--- src/verilog/ntb_passthru_pkg.sv ---
// Shared constants, types and helpers for the bridge configuration request generator.
package ntb_passthru_pkg;

    // Register byte offsets within the 4KB register block.
    localparam logic [11:0] SETUP_OFFSET = 12'h09C;
    localparam logic [11:0] CONTROL_OFFSET = 12'h0A0;
    localparam logic [11:0] DATA_OFFSET = 12'h0A4;
    localparam logic [11:0] STATE_OFFSET = 12'h0A8;
    localparam int ADDR_BITS = 12;

    // Window setup fields; every field except the enable is fixed.
    localparam int SETUP_SPACE_BIT = 0;
    localparam int SETUP_WIDTH_LSB = 1;
    localparam int SETUP_CACHE_BIT = 3;
    localparam int SETUP_SIZE_LSB = 4;
    localparam int SETUP_EN_BIT = 31;
    localparam logic SPACE_KIND_MEMORY = 1'b0;
    localparam logic [1:0] WIDTH_32BIT = 2'h0;
    localparam logic CACHEABLE_NONE = 1'b0;
    localparam logic [5:0] SIZE_4KB = 6'h0C;
    localparam logic EN_RESET = 1'b0;

    // Control register fields.
    localparam int CTRL_WORD_LSB = 2;
    localparam int CTRL_EXT_LSB = 8;
    localparam int CTRL_FN_LSB = 12;
    localparam int CTRL_SLOT_LSB = 15;
    localparam int CTRL_BUS_LSB = 20;
    localparam int CTRL_KIND_BIT = 30;
    localparam int CTRL_DIR_BIT = 31;

    // State register fields.
    localparam int STATE_BUSY_BIT = 0;
    localparam int STATE_DONE_BIT = 1;
    localparam int STATE_CODE_LSB = 2;
    localparam int STATE_ABORT_BIT = 5;
    localparam int STATE_CAPABLE_BIT = 31;
    localparam logic CAPABLE_VALUE = 1'b1;

    // Reset value of the data register, and the size code of a word transfer.
    localparam logic [31:0] DATA_RESET = 32'h0000_0000;
    localparam logic [2:0] HSIZE_WORD = 3'h2;

    // Completion codes reported in the state register.
    typedef enum logic [2:0] {
        CPL_SUCCESS = 3'h0,
        CPL_UNSUPPORTED = 3'h1,
        CPL_RETRY = 3'h2,
        CPL_COMPLETER_ABORT = 3'h3,
        CPL_REQUESTER_ABORT = 3'h4
    } cpl_code_type;

    // Target of a generated configuration request.
    typedef struct packed {
        logic [7:0] bus;
        logic [4:0] targetSlotIndex;
        logic [2:0] targetFnIndex;
        logic [3:0] extendedWordIndex;
        logic [5:0] wordIndex;
    } cfg_target_type;

    // One configuration request toward the far side of the bridge.
    typedef struct packed {
        logic accessDirection;
        logic configAccessKind;
        cfg_target_type target;
        logic [3:0] byteEn;
        logic [31:0] data;
    } cfg_request_type;

    // Completion returned from the far side.
    typedef struct packed {
        logic [2:0] code;
        logic [31:0] data;
    } cfg_completion_type;

    // Register access handed from the bus port to the register file.
    typedef struct packed {
        logic wrValid;
        logic rdValid;
        logic [11:0] addr;
        logic [3:0] byteEn;
        logic [31:0] wdata;
    } bus_access_type;

    // Byte lanes touched by a transfer of the given size and address.
    function automatic logic [3:0] byteEnables(input logic [2:0] size, input logic [1:0] addr);
        logic [3:0] lanes;
        lanes = 4'hF;
        if (size == 3'h0)
        begin
            lanes = 4'h1 << addr;
        end
        else if (size == 3'h1)
        begin
            lanes = addr[1] ? 4'hC : 4'h3;
        end
        return lanes;
    endfunction : byteEnables

    // Replaces only the enabled bytes of a word.
    function automatic logic [31:0] mergeBytes(input logic [31:0] old, input logic [31:0] fresh,
                                               input logic [3:0] be);
        logic [31:0] merged;
        merged = old;
        for (int i = 0; i < 4; i++)
        begin
            if (be[i])
            begin
                merged[i*8 +: 8] = fresh[i*8 +: 8];
            end
        end
        return merged;
    endfunction : mergeBytes

endpackage : ntb_passthru_pkg

--- src/verilog/ntb_passthru_config_gen.sv ---
// Register file and sequencer that launch configuration requests across the bridge.
//
// Design decision made here: the AHB-Lite slave port.
`timescale 1ns/1ps
`default_nettype none
module ntb_passthru_config_gen #(
    parameter logic [31:0] BASE_ADDR = 32'h0000_0000
) (
    input wire logic sys_clk,
    input wire logic rst,
    input wire logic pwrRst,
    input wire logic clkEn,
    input wire logic hsel,
    input wire logic [31:0] haddr,
    input wire logic [1:0] htrans,
    input wire logic hwrite,
    input wire logic [2:0] hsize,
    input wire logic [31:0] hwdata,
    input wire logic hready,
    output logic hreadyout,
    output logic [31:0] hrdata,
    output logic hresp,
    output logic reqValid,
    input wire logic reqReady,
    output ntb_passthru_pkg::cfg_request_type req,
    input wire logic cplValid,
    input wire ntb_passthru_pkg::cfg_completion_type cpl,
    output logic reqAbort,
    output logic window4Enable
);

    typedef enum logic [1:0] {
        S_IDLE = 2'b01,
        S_BUSY = 2'b10
    } gen_state_type;

    typedef struct packed {
        gen_state_type state;
        logic windowEnable;
        ntb_passthru_pkg::cfg_target_type target;
        logic configAccessKind;
        logic accessDirection;
        logic [31:0] data;
        logic done;
        logic [2:0] code;
        logic passthruAbortFlag;
        logic abortPulse;
    } gen_regs_type;

    localparam gen_regs_type REGS_INIT = '{
        state: S_IDLE,
        windowEnable: ntb_passthru_pkg::EN_RESET,
        target: '0,
        configAccessKind: 1'b0,
        accessDirection: 1'b0,
        data: ntb_passthru_pkg::DATA_RESET,
        done: 1'b0,
        code: ntb_passthru_pkg::CPL_SUCCESS,
        passthruAbortFlag: 1'b0,
        abortPulse: 1'b0
    };

    gen_regs_type r;
    gen_regs_type next_r;
    ntb_passthru_pkg::bus_access_type access;
    ntb_passthru_pkg::cfg_request_type launchReq;
    logic [31:0] readWord;
    logic [31:0] ctrlWord;
    logic [31:0] ctrlMerged;
    logic launch;
    logic abortNow;
    logic wrSetup;
    logic wrCtrl;
    logic wrData;
    logic wrState;
    logic anyRst;

    assign anyRst = rst || pwrRst;

    // Bus slave front end.
    ahb_lite_port #(
        .BASE_ADDR(BASE_ADDR)
    ) u_port (
        .sys_clk(sys_clk),
        .rst(anyRst),
        .clkEn(clkEn),
        .hsel(hsel),
        .haddr(haddr),
        .htrans(htrans),
        .hwrite(hwrite),
        .hsize(hsize),
        .hwdata(hwdata),
        .hready(hready),
        .hreadyout(hreadyout),
        .hrdata(hrdata),
        .hresp(hresp),
        .readWord(readWord),
        .access(access)
    );

    // Write decode by offset; unmapped offsets are ignored.
    always_comb
    begin
        wrSetup = 1'b0;
        wrCtrl = 1'b0;
        wrData = 1'b0;
        wrState = 1'b0;
        if (access.wrValid && access.addr == ntb_passthru_pkg::SETUP_OFFSET)
        begin
            wrSetup = 1'b1;
        end
        else if (access.wrValid && access.addr == ntb_passthru_pkg::CONTROL_OFFSET)
        begin
            wrCtrl = 1'b1;
        end
        else if (access.wrValid && access.addr == ntb_passthru_pkg::DATA_OFFSET)
        begin
            wrData = 1'b1;
        end
        else if (access.wrValid && access.addr == ntb_passthru_pkg::STATE_OFFSET)
        begin
            wrState = 1'b1;
        end
    end

    // Control word as software sees it; unused bits stay zero.
    always_comb
    begin
        ctrlWord = 32'h0000_0000;
        ctrlWord[ntb_passthru_pkg::CTRL_WORD_LSB +: 6] = r.target.wordIndex;
        ctrlWord[ntb_passthru_pkg::CTRL_EXT_LSB +: 4] = r.target.extendedWordIndex;
        ctrlWord[ntb_passthru_pkg::CTRL_FN_LSB +: 3] = r.target.targetFnIndex;
        ctrlWord[ntb_passthru_pkg::CTRL_SLOT_LSB +: 5] = r.target.targetSlotIndex;
        ctrlWord[ntb_passthru_pkg::CTRL_BUS_LSB +: 8] = r.target.bus;
        ctrlWord[ntb_passthru_pkg::CTRL_KIND_BIT] = r.configAccessKind;
        ctrlWord[ntb_passthru_pkg::CTRL_DIR_BIT] = r.accessDirection;
    end

    assign ctrlMerged = ntb_passthru_pkg::mergeBytes(ctrlWord, access.wdata, access.byteEn);

    // Read multiplexer; unmapped offsets read zero.
    always_comb
    begin
        readWord = 32'h0000_0000;
        if (access.addr == ntb_passthru_pkg::SETUP_OFFSET)
        begin
            readWord[ntb_passthru_pkg::SETUP_SPACE_BIT] = ntb_passthru_pkg::SPACE_KIND_MEMORY;
            readWord[ntb_passthru_pkg::SETUP_WIDTH_LSB +: 2] = ntb_passthru_pkg::WIDTH_32BIT;
            readWord[ntb_passthru_pkg::SETUP_CACHE_BIT] = ntb_passthru_pkg::CACHEABLE_NONE;
            readWord[ntb_passthru_pkg::SETUP_SIZE_LSB +: 6] = ntb_passthru_pkg::SIZE_4KB;
            readWord[ntb_passthru_pkg::SETUP_EN_BIT] = r.windowEnable;
        end
        else if (access.addr == ntb_passthru_pkg::CONTROL_OFFSET)
        begin
            readWord = ctrlWord;
        end
        else if (access.addr == ntb_passthru_pkg::DATA_OFFSET)
        begin
            readWord = r.data;
        end
        else if (access.addr == ntb_passthru_pkg::STATE_OFFSET)
        begin
            readWord[ntb_passthru_pkg::STATE_BUSY_BIT] = (r.state == S_BUSY);
            readWord[ntb_passthru_pkg::STATE_DONE_BIT] = r.done;
            readWord[ntb_passthru_pkg::STATE_CODE_LSB +: 3] = r.code;
            readWord[ntb_passthru_pkg::STATE_ABORT_BIT] = r.passthruAbortFlag;
            readWord[ntb_passthru_pkg::STATE_CAPABLE_BIT] = ntb_passthru_pkg::CAPABLE_VALUE;
        end
    end

    // A data write while idle launches; one while busy is refused.
    assign launch = wrData && (r.state == S_IDLE);
    assign abortNow = wrState && access.byteEn[0] && access.wdata[ntb_passthru_pkg::STATE_DONE_BIT]
                      && (r.state == S_BUSY) && !cplValid;

    // Request built from the current control settings and the launching write.
    always_comb
    begin
        launchReq.configAccessKind = r.configAccessKind;
        launchReq.accessDirection = r.accessDirection;
        launchReq.target = r.target;
        launchReq.byteEn = access.byteEn;
        launchReq.data = access.wdata;
    end

    // Register updates and the request sequencer.
    always_comb
    begin
        next_r = r;
        next_r.abortPulse = 1'b0;
        if (wrSetup && access.byteEn[3])
        begin
            next_r.windowEnable = access.wdata[ntb_passthru_pkg::SETUP_EN_BIT];
        end
        if (wrCtrl)
        begin
            next_r.target.wordIndex = ctrlMerged[ntb_passthru_pkg::CTRL_WORD_LSB +: 6];
            next_r.target.extendedWordIndex = ctrlMerged[ntb_passthru_pkg::CTRL_EXT_LSB +: 4];
            next_r.target.targetFnIndex = ctrlMerged[ntb_passthru_pkg::CTRL_FN_LSB +: 3];
            next_r.target.targetSlotIndex = ctrlMerged[ntb_passthru_pkg::CTRL_SLOT_LSB +: 5];
            next_r.target.bus = ctrlMerged[ntb_passthru_pkg::CTRL_BUS_LSB +: 8];
            next_r.configAccessKind = ctrlMerged[ntb_passthru_pkg::CTRL_KIND_BIT];
            next_r.accessDirection = ctrlMerged[ntb_passthru_pkg::CTRL_DIR_BIT];
        end
        case (r.state)
            S_IDLE:
            begin
                if (launch)
                begin
                    next_r.state = S_BUSY;
                    next_r.done = 1'b0;
                    next_r.passthruAbortFlag = 1'b0;
                    if (r.accessDirection)
                    begin
                        next_r.data = ntb_passthru_pkg::mergeBytes(r.data, access.wdata, access.byteEn);
                    end
                end
                else if (wrState && access.byteEn[0] && access.wdata[ntb_passthru_pkg::STATE_DONE_BIT])
                begin
                    next_r.done = 1'b0;
                end
            end
            S_BUSY:
            begin
                if (cplValid)
                begin
                    next_r.state = S_IDLE;
                    next_r.done = 1'b1;
                    next_r.code = cpl.code;
                    next_r.passthruAbortFlag = (cpl.code == ntb_passthru_pkg::CPL_REQUESTER_ABORT);
                    if (!r.accessDirection)
                    begin
                        next_r.data = cpl.data;
                    end
                end
                else if (abortNow)
                begin
                    next_r.state = S_IDLE;
                    next_r.done = 1'b1;
                    next_r.code = ntb_passthru_pkg::CPL_REQUESTER_ABORT;
                    next_r.passthruAbortFlag = 1'b1;
                    next_r.abortPulse = 1'b1;
                end
            end
            default:
            begin
                next_r.state = S_IDLE;
            end
        endcase
        if (rst)
        begin
            next_r = r;
            next_r.state = S_IDLE;
            next_r.configAccessKind = 1'b0;
            next_r.code = ntb_passthru_pkg::CPL_SUCCESS;
            next_r.passthruAbortFlag = 1'b0;
            next_r.abortPulse = 1'b0;
        end
    end

    // Power-on reset clears everything; hot reset acts even with the clock enable low.
    always_ff @(posedge sys_clk)
    begin
        if (pwrRst)
        begin
            r <= REGS_INIT;
        end
        else if (clkEn || rst)
        begin
            r <= next_r;
        end
    end

    // Holds the request on the far-side handshake.
    cfg_request_launcher u_launcher (
        .sys_clk(sys_clk),
        .rst(anyRst),
        .clkEn(clkEn),
        .launch(launch),
        .cancel(abortNow),
        .launchReq(launchReq),
        .reqValid(reqValid),
        .reqReady(reqReady),
        .req(req)
    );

    assign reqAbort = r.abortPulse;
    assign window4Enable = r.windowEnable;

endmodule : ntb_passthru_config_gen
`default_nettype wire

--- src/verilog/ahb_lite_port.sv ---
// AHB-Lite slave front end that turns bus transfers into register accesses.
`timescale 1ns/1ps
`default_nettype none
module ahb_lite_port #(
    parameter logic [31:0] BASE_ADDR = 32'h0000_0000
) (
    input wire logic sys_clk,
    input wire logic rst,
    input wire logic clkEn,
    input wire logic hsel,
    input wire logic [31:0] haddr,
    input wire logic [1:0] htrans,
    input wire logic hwrite,
    input wire logic [2:0] hsize,
    input wire logic [31:0] hwdata,
    input wire logic hready,
    output logic hreadyout,
    output logic [31:0] hrdata,
    output logic hresp,
    input wire logic [31:0] readWord,
    output ntb_passthru_pkg::bus_access_type access
);

    // The register block must sit on a 4KB boundary.
    if (BASE_ADDR[11:0] != 12'h000)
    begin : gBaseCheck
        $error("BASE_ADDR must be aligned to 4KB.");
    end

    typedef enum logic [3:0] {
        P_IDLE = 4'b0001,
        P_WRITE = 4'b0010,
        P_READ_WAIT = 4'b0100,
        P_READ_DONE = 4'b1000
    } port_state_type;

    typedef struct packed {
        port_state_type state;
        logic [11:0] addr;
        logic [3:0] byteEn;
        logic [31:0] rdata;
    } port_regs_type;

    port_regs_type r;
    port_regs_type next_r;
    logic takeAddr;

    // A new address phase is taken when an active transfer selects the block in its 4KB range and the bus is ready.
    assign takeAddr = hsel && htrans[1] && hready && (haddr[31:12] == BASE_ADDR[31:12]);

    // Reads stall one cycle so that hrdata always comes from a flip-flop.
    always_comb
    begin
        next_r = r;
        if (r.state == P_READ_WAIT)
        begin
            next_r.rdata = readWord;
            next_r.state = P_READ_DONE;
        end
        else if (takeAddr)
        begin
            next_r.addr = haddr[11:0];
            next_r.byteEn = ntb_passthru_pkg::byteEnables(hsize, haddr[1:0]);
            next_r.state = hwrite ? P_WRITE : P_READ_WAIT;
        end
        else
        begin
            next_r.state = P_IDLE;
        end
    end

    // State register; reset returns the port to idle.
    always_ff @(posedge sys_clk)
    begin
        if (rst)
        begin
            r <= '{state: P_IDLE, addr: 12'h000, byteEn: 4'h0, rdata: 32'h0000_0000};
        end
        else if (clkEn)
        begin
            r <= next_r;
        end
    end

    // Bus answers and the access strobes toward the register file.
    assign hreadyout = (r.state != P_READ_WAIT);
    assign hrdata = r.rdata;
    assign hresp = 1'b0;
    assign access.wrValid = (r.state == P_WRITE) && clkEn;
    assign access.rdValid = (r.state == P_READ_WAIT) && clkEn;
    assign access.addr = r.addr;
    assign access.byteEn = r.byteEn;
    assign access.wdata = hwdata;

endmodule : ahb_lite_port
`default_nettype wire

--- src/verilog/cfg_request_launcher.sv ---
// Holds one generated configuration request until the far side accepts it.
`timescale 1ns/1ps
`default_nettype none
module cfg_request_launcher (
    input wire logic sys_clk,
    input wire logic rst,
    input wire logic clkEn,
    input wire logic launch,
    input wire logic cancel,
    input wire ntb_passthru_pkg::cfg_request_type launchReq,
    output logic reqValid,
    input wire logic reqReady,
    output ntb_passthru_pkg::cfg_request_type req
);

    typedef enum logic [1:0] {
        L_IDLE = 2'b01,
        L_HOLD = 2'b10
    } launch_state_type;

    typedef struct packed {
        launch_state_type state;
        ntb_passthru_pkg::cfg_request_type req;
    } launch_regs_type;

    launch_regs_type r;
    launch_regs_type next_r;

    // A cancel drops a request that has not yet been accepted.
    always_comb
    begin
        next_r = r;
        case (r.state)
            L_IDLE:
            begin
                if (launch && !cancel)
                begin
                    next_r.req = launchReq;
                    next_r.state = L_HOLD;
                end
            end
            L_HOLD:
            begin
                if (cancel || reqReady)
                begin
                    next_r.state = L_IDLE;
                end
            end
            default:
            begin
                next_r.state = L_IDLE;
            end
        endcase
    end

    // State register.
    always_ff @(posedge sys_clk)
    begin
        if (rst)
        begin
            r <= '{state: L_IDLE, req: '0};
        end
        else if (clkEn)
        begin
            r <= next_r;
        end
    end

    assign reqValid = (r.state == L_HOLD);
    assign req = r.req;

endmodule : cfg_request_launcher
`default_nettype wire

--- config.mk ---
export PLATFORM = sky130hd
export DESIGN_NAME = ntb_passthru_config_gen
export DESIGN_NICKNAME = d
export VERILOG_FILES = /design/src/verilog/ntb_passthru_pkg.sv /design/src/verilog/ntb_passthru_config_gen.sv /design/src/verilog/ahb_lite_port.sv /design/src/verilog/cfg_request_launcher.sv
export SDC_FILE = /design/constraint.sdc
export NUM_CORES = 1
export LEC_CHECK = 0
export BUFFER_PORTS_ARGS = -buffer_cell sky130_fd_sc_hd__buf_2
export CAP_MARGIN = 20
export CORE_MARGIN = 1
export CORE_UTILIZATION = 53
export CTS_CLUSTER_DIAMETER = 80
export CTS_CLUSTER_SIZE = 30
export DETAILED_ROUTE_END_ITERATION = 8
export PLACE_DENSITY = 0.8
export SYNTH_ARGS = -nofsm -noshare
export SYNTH_HDL_FRONTEND = slang
export SYNTH_SLANG_ARGS = --single-unit
--- constraint.sdc ---
create_clock -name sys_clk -period 2.5 [get_ports sys_clk]
set_clock_uncertainty 0.1 [all_clocks]
set_input_delay 0.25 -clock sys_clk [delete_from_list [all_inputs] [get_ports sys_clk]]
set_output_delay 0.25 -clock sys_clk [all_outputs]
set_load 0.05 [all_outputs]
==> results of run 1 <==
## path summary, 6_finish.rpt
kind         slack, ns                  to
max               0.07               r[24]
min               0.01  u_launcher.req[10]
max reg2reg       0.07               r[24]
min reg2reg       0.35  u_launcher.req[31]
## layer usage
metal	vias up	wire length, um	global-route usage (%)
li1	3510	-	-
met2	358	10600	45.2
met4	0	946	15.6
met1	3441	9780	35.9
met3	69	1750	7.62
met5	-	0	0
## repair_timing
action	4_1_cts	5_1_grt
hold buffers	45	0
endpoints found under the setup margin	0	3
hold endpoints to repair	61	0
## worst min-delay path: stages
cell and delay (ns):
buf_2 0.14, nand2_1 0.07, a21oi_1 0.06
## layout make-up
cell class              count  area, um^2  share of cell area, %
clock inverters            14         170                   1.70
diodes                      2        5.00                 0.0501
flip-flops and latches    187        3740                   37.5
repair buffers            280        1740                   17.4
multi-input cells         607        3620                   36.2
clock buffers              17         425                   4.26
well taps                 211         264                   2.64
inverters                   7        26.3                  0.263
## cell usage after synthesis, drive strengths merged (2+ instances only)
cell type / number / share of area [%]
nand4b: 2 / 0.21
clkbuf: 28 / 1.3
a22o: 21 / 2.2
o221a: 4 / 0.54
o21ai: 15 / 1.1
or2: 3 / 0.22
and4bb: 2 / 0.30
nor2b: 3 / 0.22
and4: 2 / 0.21
buf: 127 / 11
nand3: 11 / 0.66
o31ai: 4 / 0.36
and2: 2 / 0.15
and3: 3 / 0.22
a21o: 22 / 2.0
ha: 2 / 0.30
a211oi: 34 / 3.1
a311oi: 4 / 0.42
a21oi: 92 / 5.5
o211ai: 5 / 0.45
and4b: 3 / 0.36
mux2i: 59 / 7.1
nor3: 6 / 0.36
nor4b: 6 / 0.96
dfxtp: 187 / 45
inv: 7 / 0.31
a22oi: 7 / 0.63
and3b: 2 / 0.21
nor4: 9 / 1.1
or3b: 2 / 0.21
nor2: 75 / 3.4
nand4: 3 / 0.22
nand2b: 12 / 0.90
nand2: 178 / 8.0
## state kept, by name, summed over array words and instances (netlist names)
name and flops:
ctrlWord 28, r 39, reqAbort 1, u_launcher.r 2, u_launcher.req 64, u_port.access 16
u_port.hrdata 32, u_port.r 4, window4Enable 1
## power groups by stage
| stage | combinational [W] | clock (W) | sequential (W) |
|---|---|---|---|
| 2_1_floorplan | 0.0000804 | 0 | 0.00305 |
| 3_3_place_gp | 0.000219 | 0 | 0.00305 |
| 3_5_place_dp | 0.000220 | 0 | 0.00305 |
| 4_1_cts | 0.000275 | 0.00278 | 0.00298 |
| 5_1_grt | 0.000300 | 0.00292 | 0.00298 |
| 6_report | 0.000282 | 0.00277 | 0.00298 |
## kinds of logic after synthesis
logic type / synth area share [%]
muxes: 7.06
other: 0.0448
and+or+nand+nor: 18.2
adders and majority gates: 0.299
buffers and inverters: 12.4
DFF: 44.8
AOI/OAI and AO/OA: 17.3
## metrics by stage
stage	std cells	TNS, ns	utilization [%]	power [W]	hold WS [ns]
finish	1325	0	65.2	0.00603	0.0138
global route	1323	-0.0452	65.2	0.00619	0.00594
CTS	1323	0	65.2	0.00603	0.00704
detailed placement	1247	0	58.4	0.00327	0.341
global placement	1247	0	58.4	0.00327	0.334
floorplan	956	0	-	0.00313	0.286
## cell usage in the layout, fill, tap and decap left out, types with 3 or more instances in the layout
cell,n
a211oi_1,33
a21o_1,22
a21oi_1,92
a22o_1,21
a22oi_1,7
a311oi_1,4
and4b_1,3
buf_12,4
buf_2,211
buf_4,20
bufinv_16,3
clkbuf_16,17
clkinv_2,4
clkinvlp_4,3
dfxtp_1,187
dlygate4sd3_1,45
inv_1,7
mux2i_1,59
nand2_1,178
nand2b_1,12
nand3_1,10
nand4_1,3
nor2_1,74
nor2b_1,3
nor3_1,6
nor4_1,5
nor4_4,3
nor4b_1,3
o211ai_1,5
o21ai_0,8
o21ai_1,3
o21ai_2,4
o221a_2,4
o31ai_1,4
==> metrics.yaml, run 1 <==
status: "finished, final reports clean"
drive_above_1_share_pct: 26.3
cts_max_level: 4
synth_nets: 1071
min_path_cells: 3
synth_top_flop_cell: "dfxtp_1"
nets: 1215
period_share_pct: 97.3
drc: 0
tritoncts: "yes"
dpl_worst_slack_ns: 0.167
synthToLayoutAreaGrowth_pct: 19.4
crit_fanout: 16
cts_setup_buffers: 0
rsz0062_at_grt: "yes"
cts_buffers: 17
clock_path_buffers: 2
setup_ws_ns: 0.0675
worstRegToRegCells: 5
vias: 7378
tightest_slew_ns: 0.735
synth-edff-count: 0
path_clk_slew_ns: 0.07
dieArea_um2: 16300
grt_pass1_wl_um: 36000
ys_async_sr_fraction_pct: 0
wl_um: 23100
synth_cells: 956
max_slew_margin_pct: 51.0
port_buffers: 211
path_buf_inv: 0
irDropWorstVdd_mv: 0.409
comb_power_share_pct: 4.7
wl_per_cell_um: 17.4
cts_root_buffer: "clkbuf_16"
p_sw_share_pct: 22.3
die_x_um: 128
slowest_stage: "o21ai_2"
ys_seq_area_share_pct: 44.8
ys_warn_count: 0
cts.sinks: 187
grt_max_degree: 65
crit_chain: "nor4_4 > nand4_1 > o21ai_2 > nor2_1 > a211oi_1"
first_pass_iters: 5
crit_family: "compound AO/OA/AOI/OAI gates"
setup_viol: 0
syn_avg_cell_area_um2: 8.75
cts_resized: 0
cp-end-kind: "flip-flop"
antenna_found_initial: 1
ant_nets: 0
placementRows: 45
cp.depth: 5
initial_core_util_pct: 54.6
synth.cell_area_um2: 8370
insertion_delay_ns: 0.44
critical_path.startpoint: "u_port.access[44]"
cp-start-kind: "flip-flop"
ios: 214
fin_area_um2: 9990
avgViaCountPerCell: 5.57
fin_crit_ns: 2.43
coreArea_um2: 15300
seqPwrFrac_pct: 49.4
r2r_start: "u_port.access[44]"
p_sw_w: 0.00134
hold_viol_final: 0
nFillCells: 1274
ys_types: 59
track_usage_pct: 28.7
drt_iter0_markers: 473
drv_slew: 0
pwr-share-clk_pct: 45.9
critPathMaxStageDelay_ns: 0.71
max_freq_mhz: 411
powerDensity_nw_per_um2: 603
dieHeight_um: 128
worst_ep_arrival_time_ns: 2.68
cap_violations: 0
place_congestion: 0.883
ys_ff_latch: 187
grt_overflow: 0
hp-start: "hwdata[10]"
grt_pass1_vias: 6977
hpwlAfterDp_um: 15400
p_int_w: 0.00468
leakage_nw: 4.09
critical_path_required_ns: 2.74
critPathKind: "flip-flop to flip-flop"
placed_area_um2: 8940
hold_class: "input pin to flip-flop"
(Power assumes the default switching activity.)
==> inputs of run 2 (changes only) <==
CORE_UTILIZATION = 55   (was 53)
PLACE_DENSITY = 0.81   (was 0.8)
SYNTH_HIERARCHICAL = 1   (was unset)
==> run 2 against run 1 <==
Against the previous run:
- fmax fell by 3.6%
- total power increased by 4.5%
- sequential power is essentially flat
- highest routed layer unchanged
- register-to-register slack lost 0.09 ns
- critical path depth up 3
- cell area up 10%
- the run now ends with setup timing left
- synthesized area increased by 17%
- flip-flop and latch count did not move
- via count is 1.8% higher
- synthesized cell count increased by 11%
- setup slack worse by 0.091 ns
- wire length up 3.8%
==> metrics.yaml, run 2 <==
synth.cell_area_um2: 9760  # +17%
ys_warn_count: 6  # +6
antenna_found_initial: 0  # -1
placed_area_um2: 10000  # +12%
ys_ff_latch: 187  # unchanged
synthSimpleGateAreaFrac_pct: 21.1  # +3.0 points
cts_root_buffer: "clkbuf_16"
synth-compound-area-share_pct: 11.6  # -5.7 points
place_congestion: 0.905  # +2.4%
grt_pass1_vias: 6896  # -1.2%
final_cell_mix: "211 x buf_2, 185 x dfxtp_1, 133 x nand2b_1"
critical_path_required_ns: 2.75  # about the same
path_clk_slew_ns: 0.06  # about the same
dieArea_um2: 18300  # +12%
synth_top_flop_cell: "dfxtp_1"
comb_power_share_pct: 5.0  # +0.3 points
powerDensity_nw_per_um2: 573  # -5.0%
wl_um: 24000  # +3.8%
grt_overflow: 0  # unchanged
path_buf_inv: 2  # +2
pwr-share-clk_pct: 47.7  # +1.8 points
whs_ns: 0.00763  # -0.00619 ns
p_int_w: 0.00498  # +6.3%
nFillCells: 1385  # +8.7%
crit_family: "simple AND/OR/NAND/NOR gates"
ant_nets: 0  # unchanged
synthMuxAreaShare_pct: 13.3  # +6.3 points
drc: 0  # unchanged
synth_cells: 1063  # +11%
diodes: 0  # -2
fin_area_um2: 11000  # +10%
synth-edff-count: 0  # unchanged
hold_class: "input pin to flip-flop"
p_sw_w: 0.00132  # -1.9%
drive_above_1_share_pct: 29.5  # +3.2 points
cts_max_level: 4  # unchanged
dieHeight_um: 135  # +6.0%
vias: 7509  # +1.8%
grt_pass1_wl_um: 36700  # +1.9%
cts_buffers: 17  # unchanged
clock_path_buffers: 2  # unchanged
crit_fanout: 16  # unchanged
setup_viol: 1  # +1
max_freq_mhz: 396  # -3.6%
irDropWorstVdd_mv: 0.498  # +22%
nets: 1259  # +3.6%
worst_ep_arrival_time_ns: 2.78  # +0.10 ns
rsz0062_at_grt: "yes"
cts.sinks: 187  # unchanged
initial_core_util_pct: 56.5  # +1.8 points
power.total_w: 0.00630  # +4.5%
status: "complete, but fails checks"
critPathMaxStageDelay_ns: 0.53  # -0.18 ns
cap_violations: 0  # unchanged
violations: "setup timing"
synth_fa_ha_area_share_pct: 0.256  # -0.043 points
drv_slew: 0  # unchanged
ys_types: 61  # +3.4%
synth_top_family_by_area: "simple AND/OR/NAND/NOR gates"
yosys.area.top_type: "dfxtp_1"
synth_nets: 1178  # +10%
syn_avg_cell_area_um2: 9.19  # +5.0%
port_buffers: 211  # unchanged
post-synth-top-count-cell: "dfxtp_1"
wl_per_cell_um: 17.4  # -0.50%
synth_common_cells: "187 x dfxtp_1, 149 x buf_4, 133 x nand2b_1, 130 x mux2i_1, 80 x nor2_1"
grt_max_degree: 117  # +80%
post-place-cells: 1323  # +6.1%
crit_chain: "or4b_4 > or3_4 > nor3_4 > nand3_2 > nor3_4 > buf_12 > buf_12 > mux2i_1"
slowest_stage: "or4b_4"
ios: 214  # unchanged
netlist_top_cells_area: "dfxtp_1 38%, mux2i_1 13%, buf_4 11%"
fin_cells: 1382  # +4.3%
synthToLayoutAreaGrowth_pct: 12.5
hpwlAfterDp_um: 16800  # +9.4%
netlist.area_leader.share_pct: 38.3  # -6.4 points
cp-start-kind: "flip-flop"
period_share_pct: 101  # +3.6 points
setup_ws_ns: -0.0233  # -0.0908 ns
cp-end-kind: "flip-flop"
layout.cells.most_common: "buf_2"
final_util_pct: 63.5  # -1.7 points
leakage_nw: 4.38  # +7.1%
drt_iter0_markers: 566  # +20%
die_x_um: 135  # +6.0%
fin_crit_ns: 2.52  # +0.0908 ns
track_usage_pct: 25.9  # -2.8 points
placementRows: 48  # +6.7%
largest_register_ffs: 64  # unchanged
seqPwrFrac_pct: 47.3  # -2.1 points
max_slew_margin_pct: 53.0  # +2.0 points
tritoncts: "yes"
critPathKind: "flip-flop to flip-flop"
synth_xor_area_share_pct: 0  # unchanged
hold_viol_final: 0  # unchanged
coreArea_um2: 17300  # +13%
insertion_delay_ns: 0.43  # about the same
avgViaCountPerCell: 5.43  # -2.4%
tightest_slew_ns: 0.706  # -0.0299 ns
p_sw_share_pct: 20.9  # -1.4 points
ys_async_sr_fraction_pct: 0  # unchanged
ys_seq_area_share_pct: 38.3  # -6.4 points
first_pass_iters: 6  # +1
[run 2: changes by cell type after synthesis, sizes merged, moves of 5 or more]
cell,delta
nand2,-106
nor4b,-5
mux2i,+71
nand2b,+121
nor2,+6
a21oi,-35
clkbuf,+11
nand3,+10
buf,+46
a21o,-22
o21ai,+13
a22oi,-5
nand4,+5
[run 2: per-layer routing]
| layer | routed length [um] | vias up | GRT usage (%) |
|---|---|---|---|
| met4 | 505 | 0 | 9.43 |
| met2 | 10200 | 283 | 37.2 |
| met3 | 1710 | 40 | 5.50 |
| li1 | - | 3649 | - |
| met1 | 11600 | 3537 | 37.9 |
| met5 | 0 | - | 0 |
[run 2: worst min-delay path: stages]
cell and delay, ns:
buf_2 0.11, mux2i_1 0.07, nor2_1 0.07
[run 2: stage by stage]
stage / setup slack [ns] / TNS, ns
final: -0.0233 / -0.0233
after global routing: -0.0808 / -3.49
after CTS: 0.00652 / 0
after detailed placement: -0.0605 / -2.13
after global placement: 0.0150 / 0
after floorplan: -0.0692 / -3.48
[run 2: final timing paths]
| path | startpoint | to | cells after the start | slack [ns] |
|---|---|---|---|---|
| worst max register to register | u_port/access[37] | u_launcher/req[29] | 8 | -0.02 |
| worst min-delay path | hwdata[24] | ctrlWord[24] | 3 | 0.008 |
| worst max-delay path | u_port/access[37] | u_launcher/req[29] | 8 | -0.02 |
| worst min register to register | u_port/hrdata[30] | u_port/hrdata[30] | 2 | 0.35 |
[run 2: final cells by class]
class	count	area [um^2]	share of cell area [%]
clock buffers	20	467	4.25
flip-flops and latches	187	3750	34.1
repair buffers	274	1670	15.2
inverters	10	40.0	0.364
well taps	225	282	2.56
clock inverters	12	191	1.74
multi-input cells	654	4590	41.8
[run 2: kinds of logic after synthesis]
family	count (synthesis)
AND/OR/NAND/NOR	360
buffers and inverters	222
flip-flops	187
AO/OA/AOI/OAI	161
multiplexers	130
adder cells (fa/ha/maj)	2
other	1
[run 2: what timing repair did]
item,4_1_cts,5_1_grt
gates resized for setup,1,9
hold buffers,25,0
endpoints found under the setup margin,63,94
endpoints found under the hold margin,29,0
setup buffers,1,1
pin swaps,1,2
[run 2: power groups by stage]
stage | sequential [W] | combinational (W) | clock, W
finish | 0.00298 | 0.000314 | 0.00300
detailed placement | 0.00305 | 0.000277 | 0
CTS | 0.00298 | 0.000308 | 0.00303
global route | 0.00298 | 0.000336 | 0.00315
global placement | 0.00305 | 0.000268 | 0
floorplan | 0.00305 | 0.000172 | 0
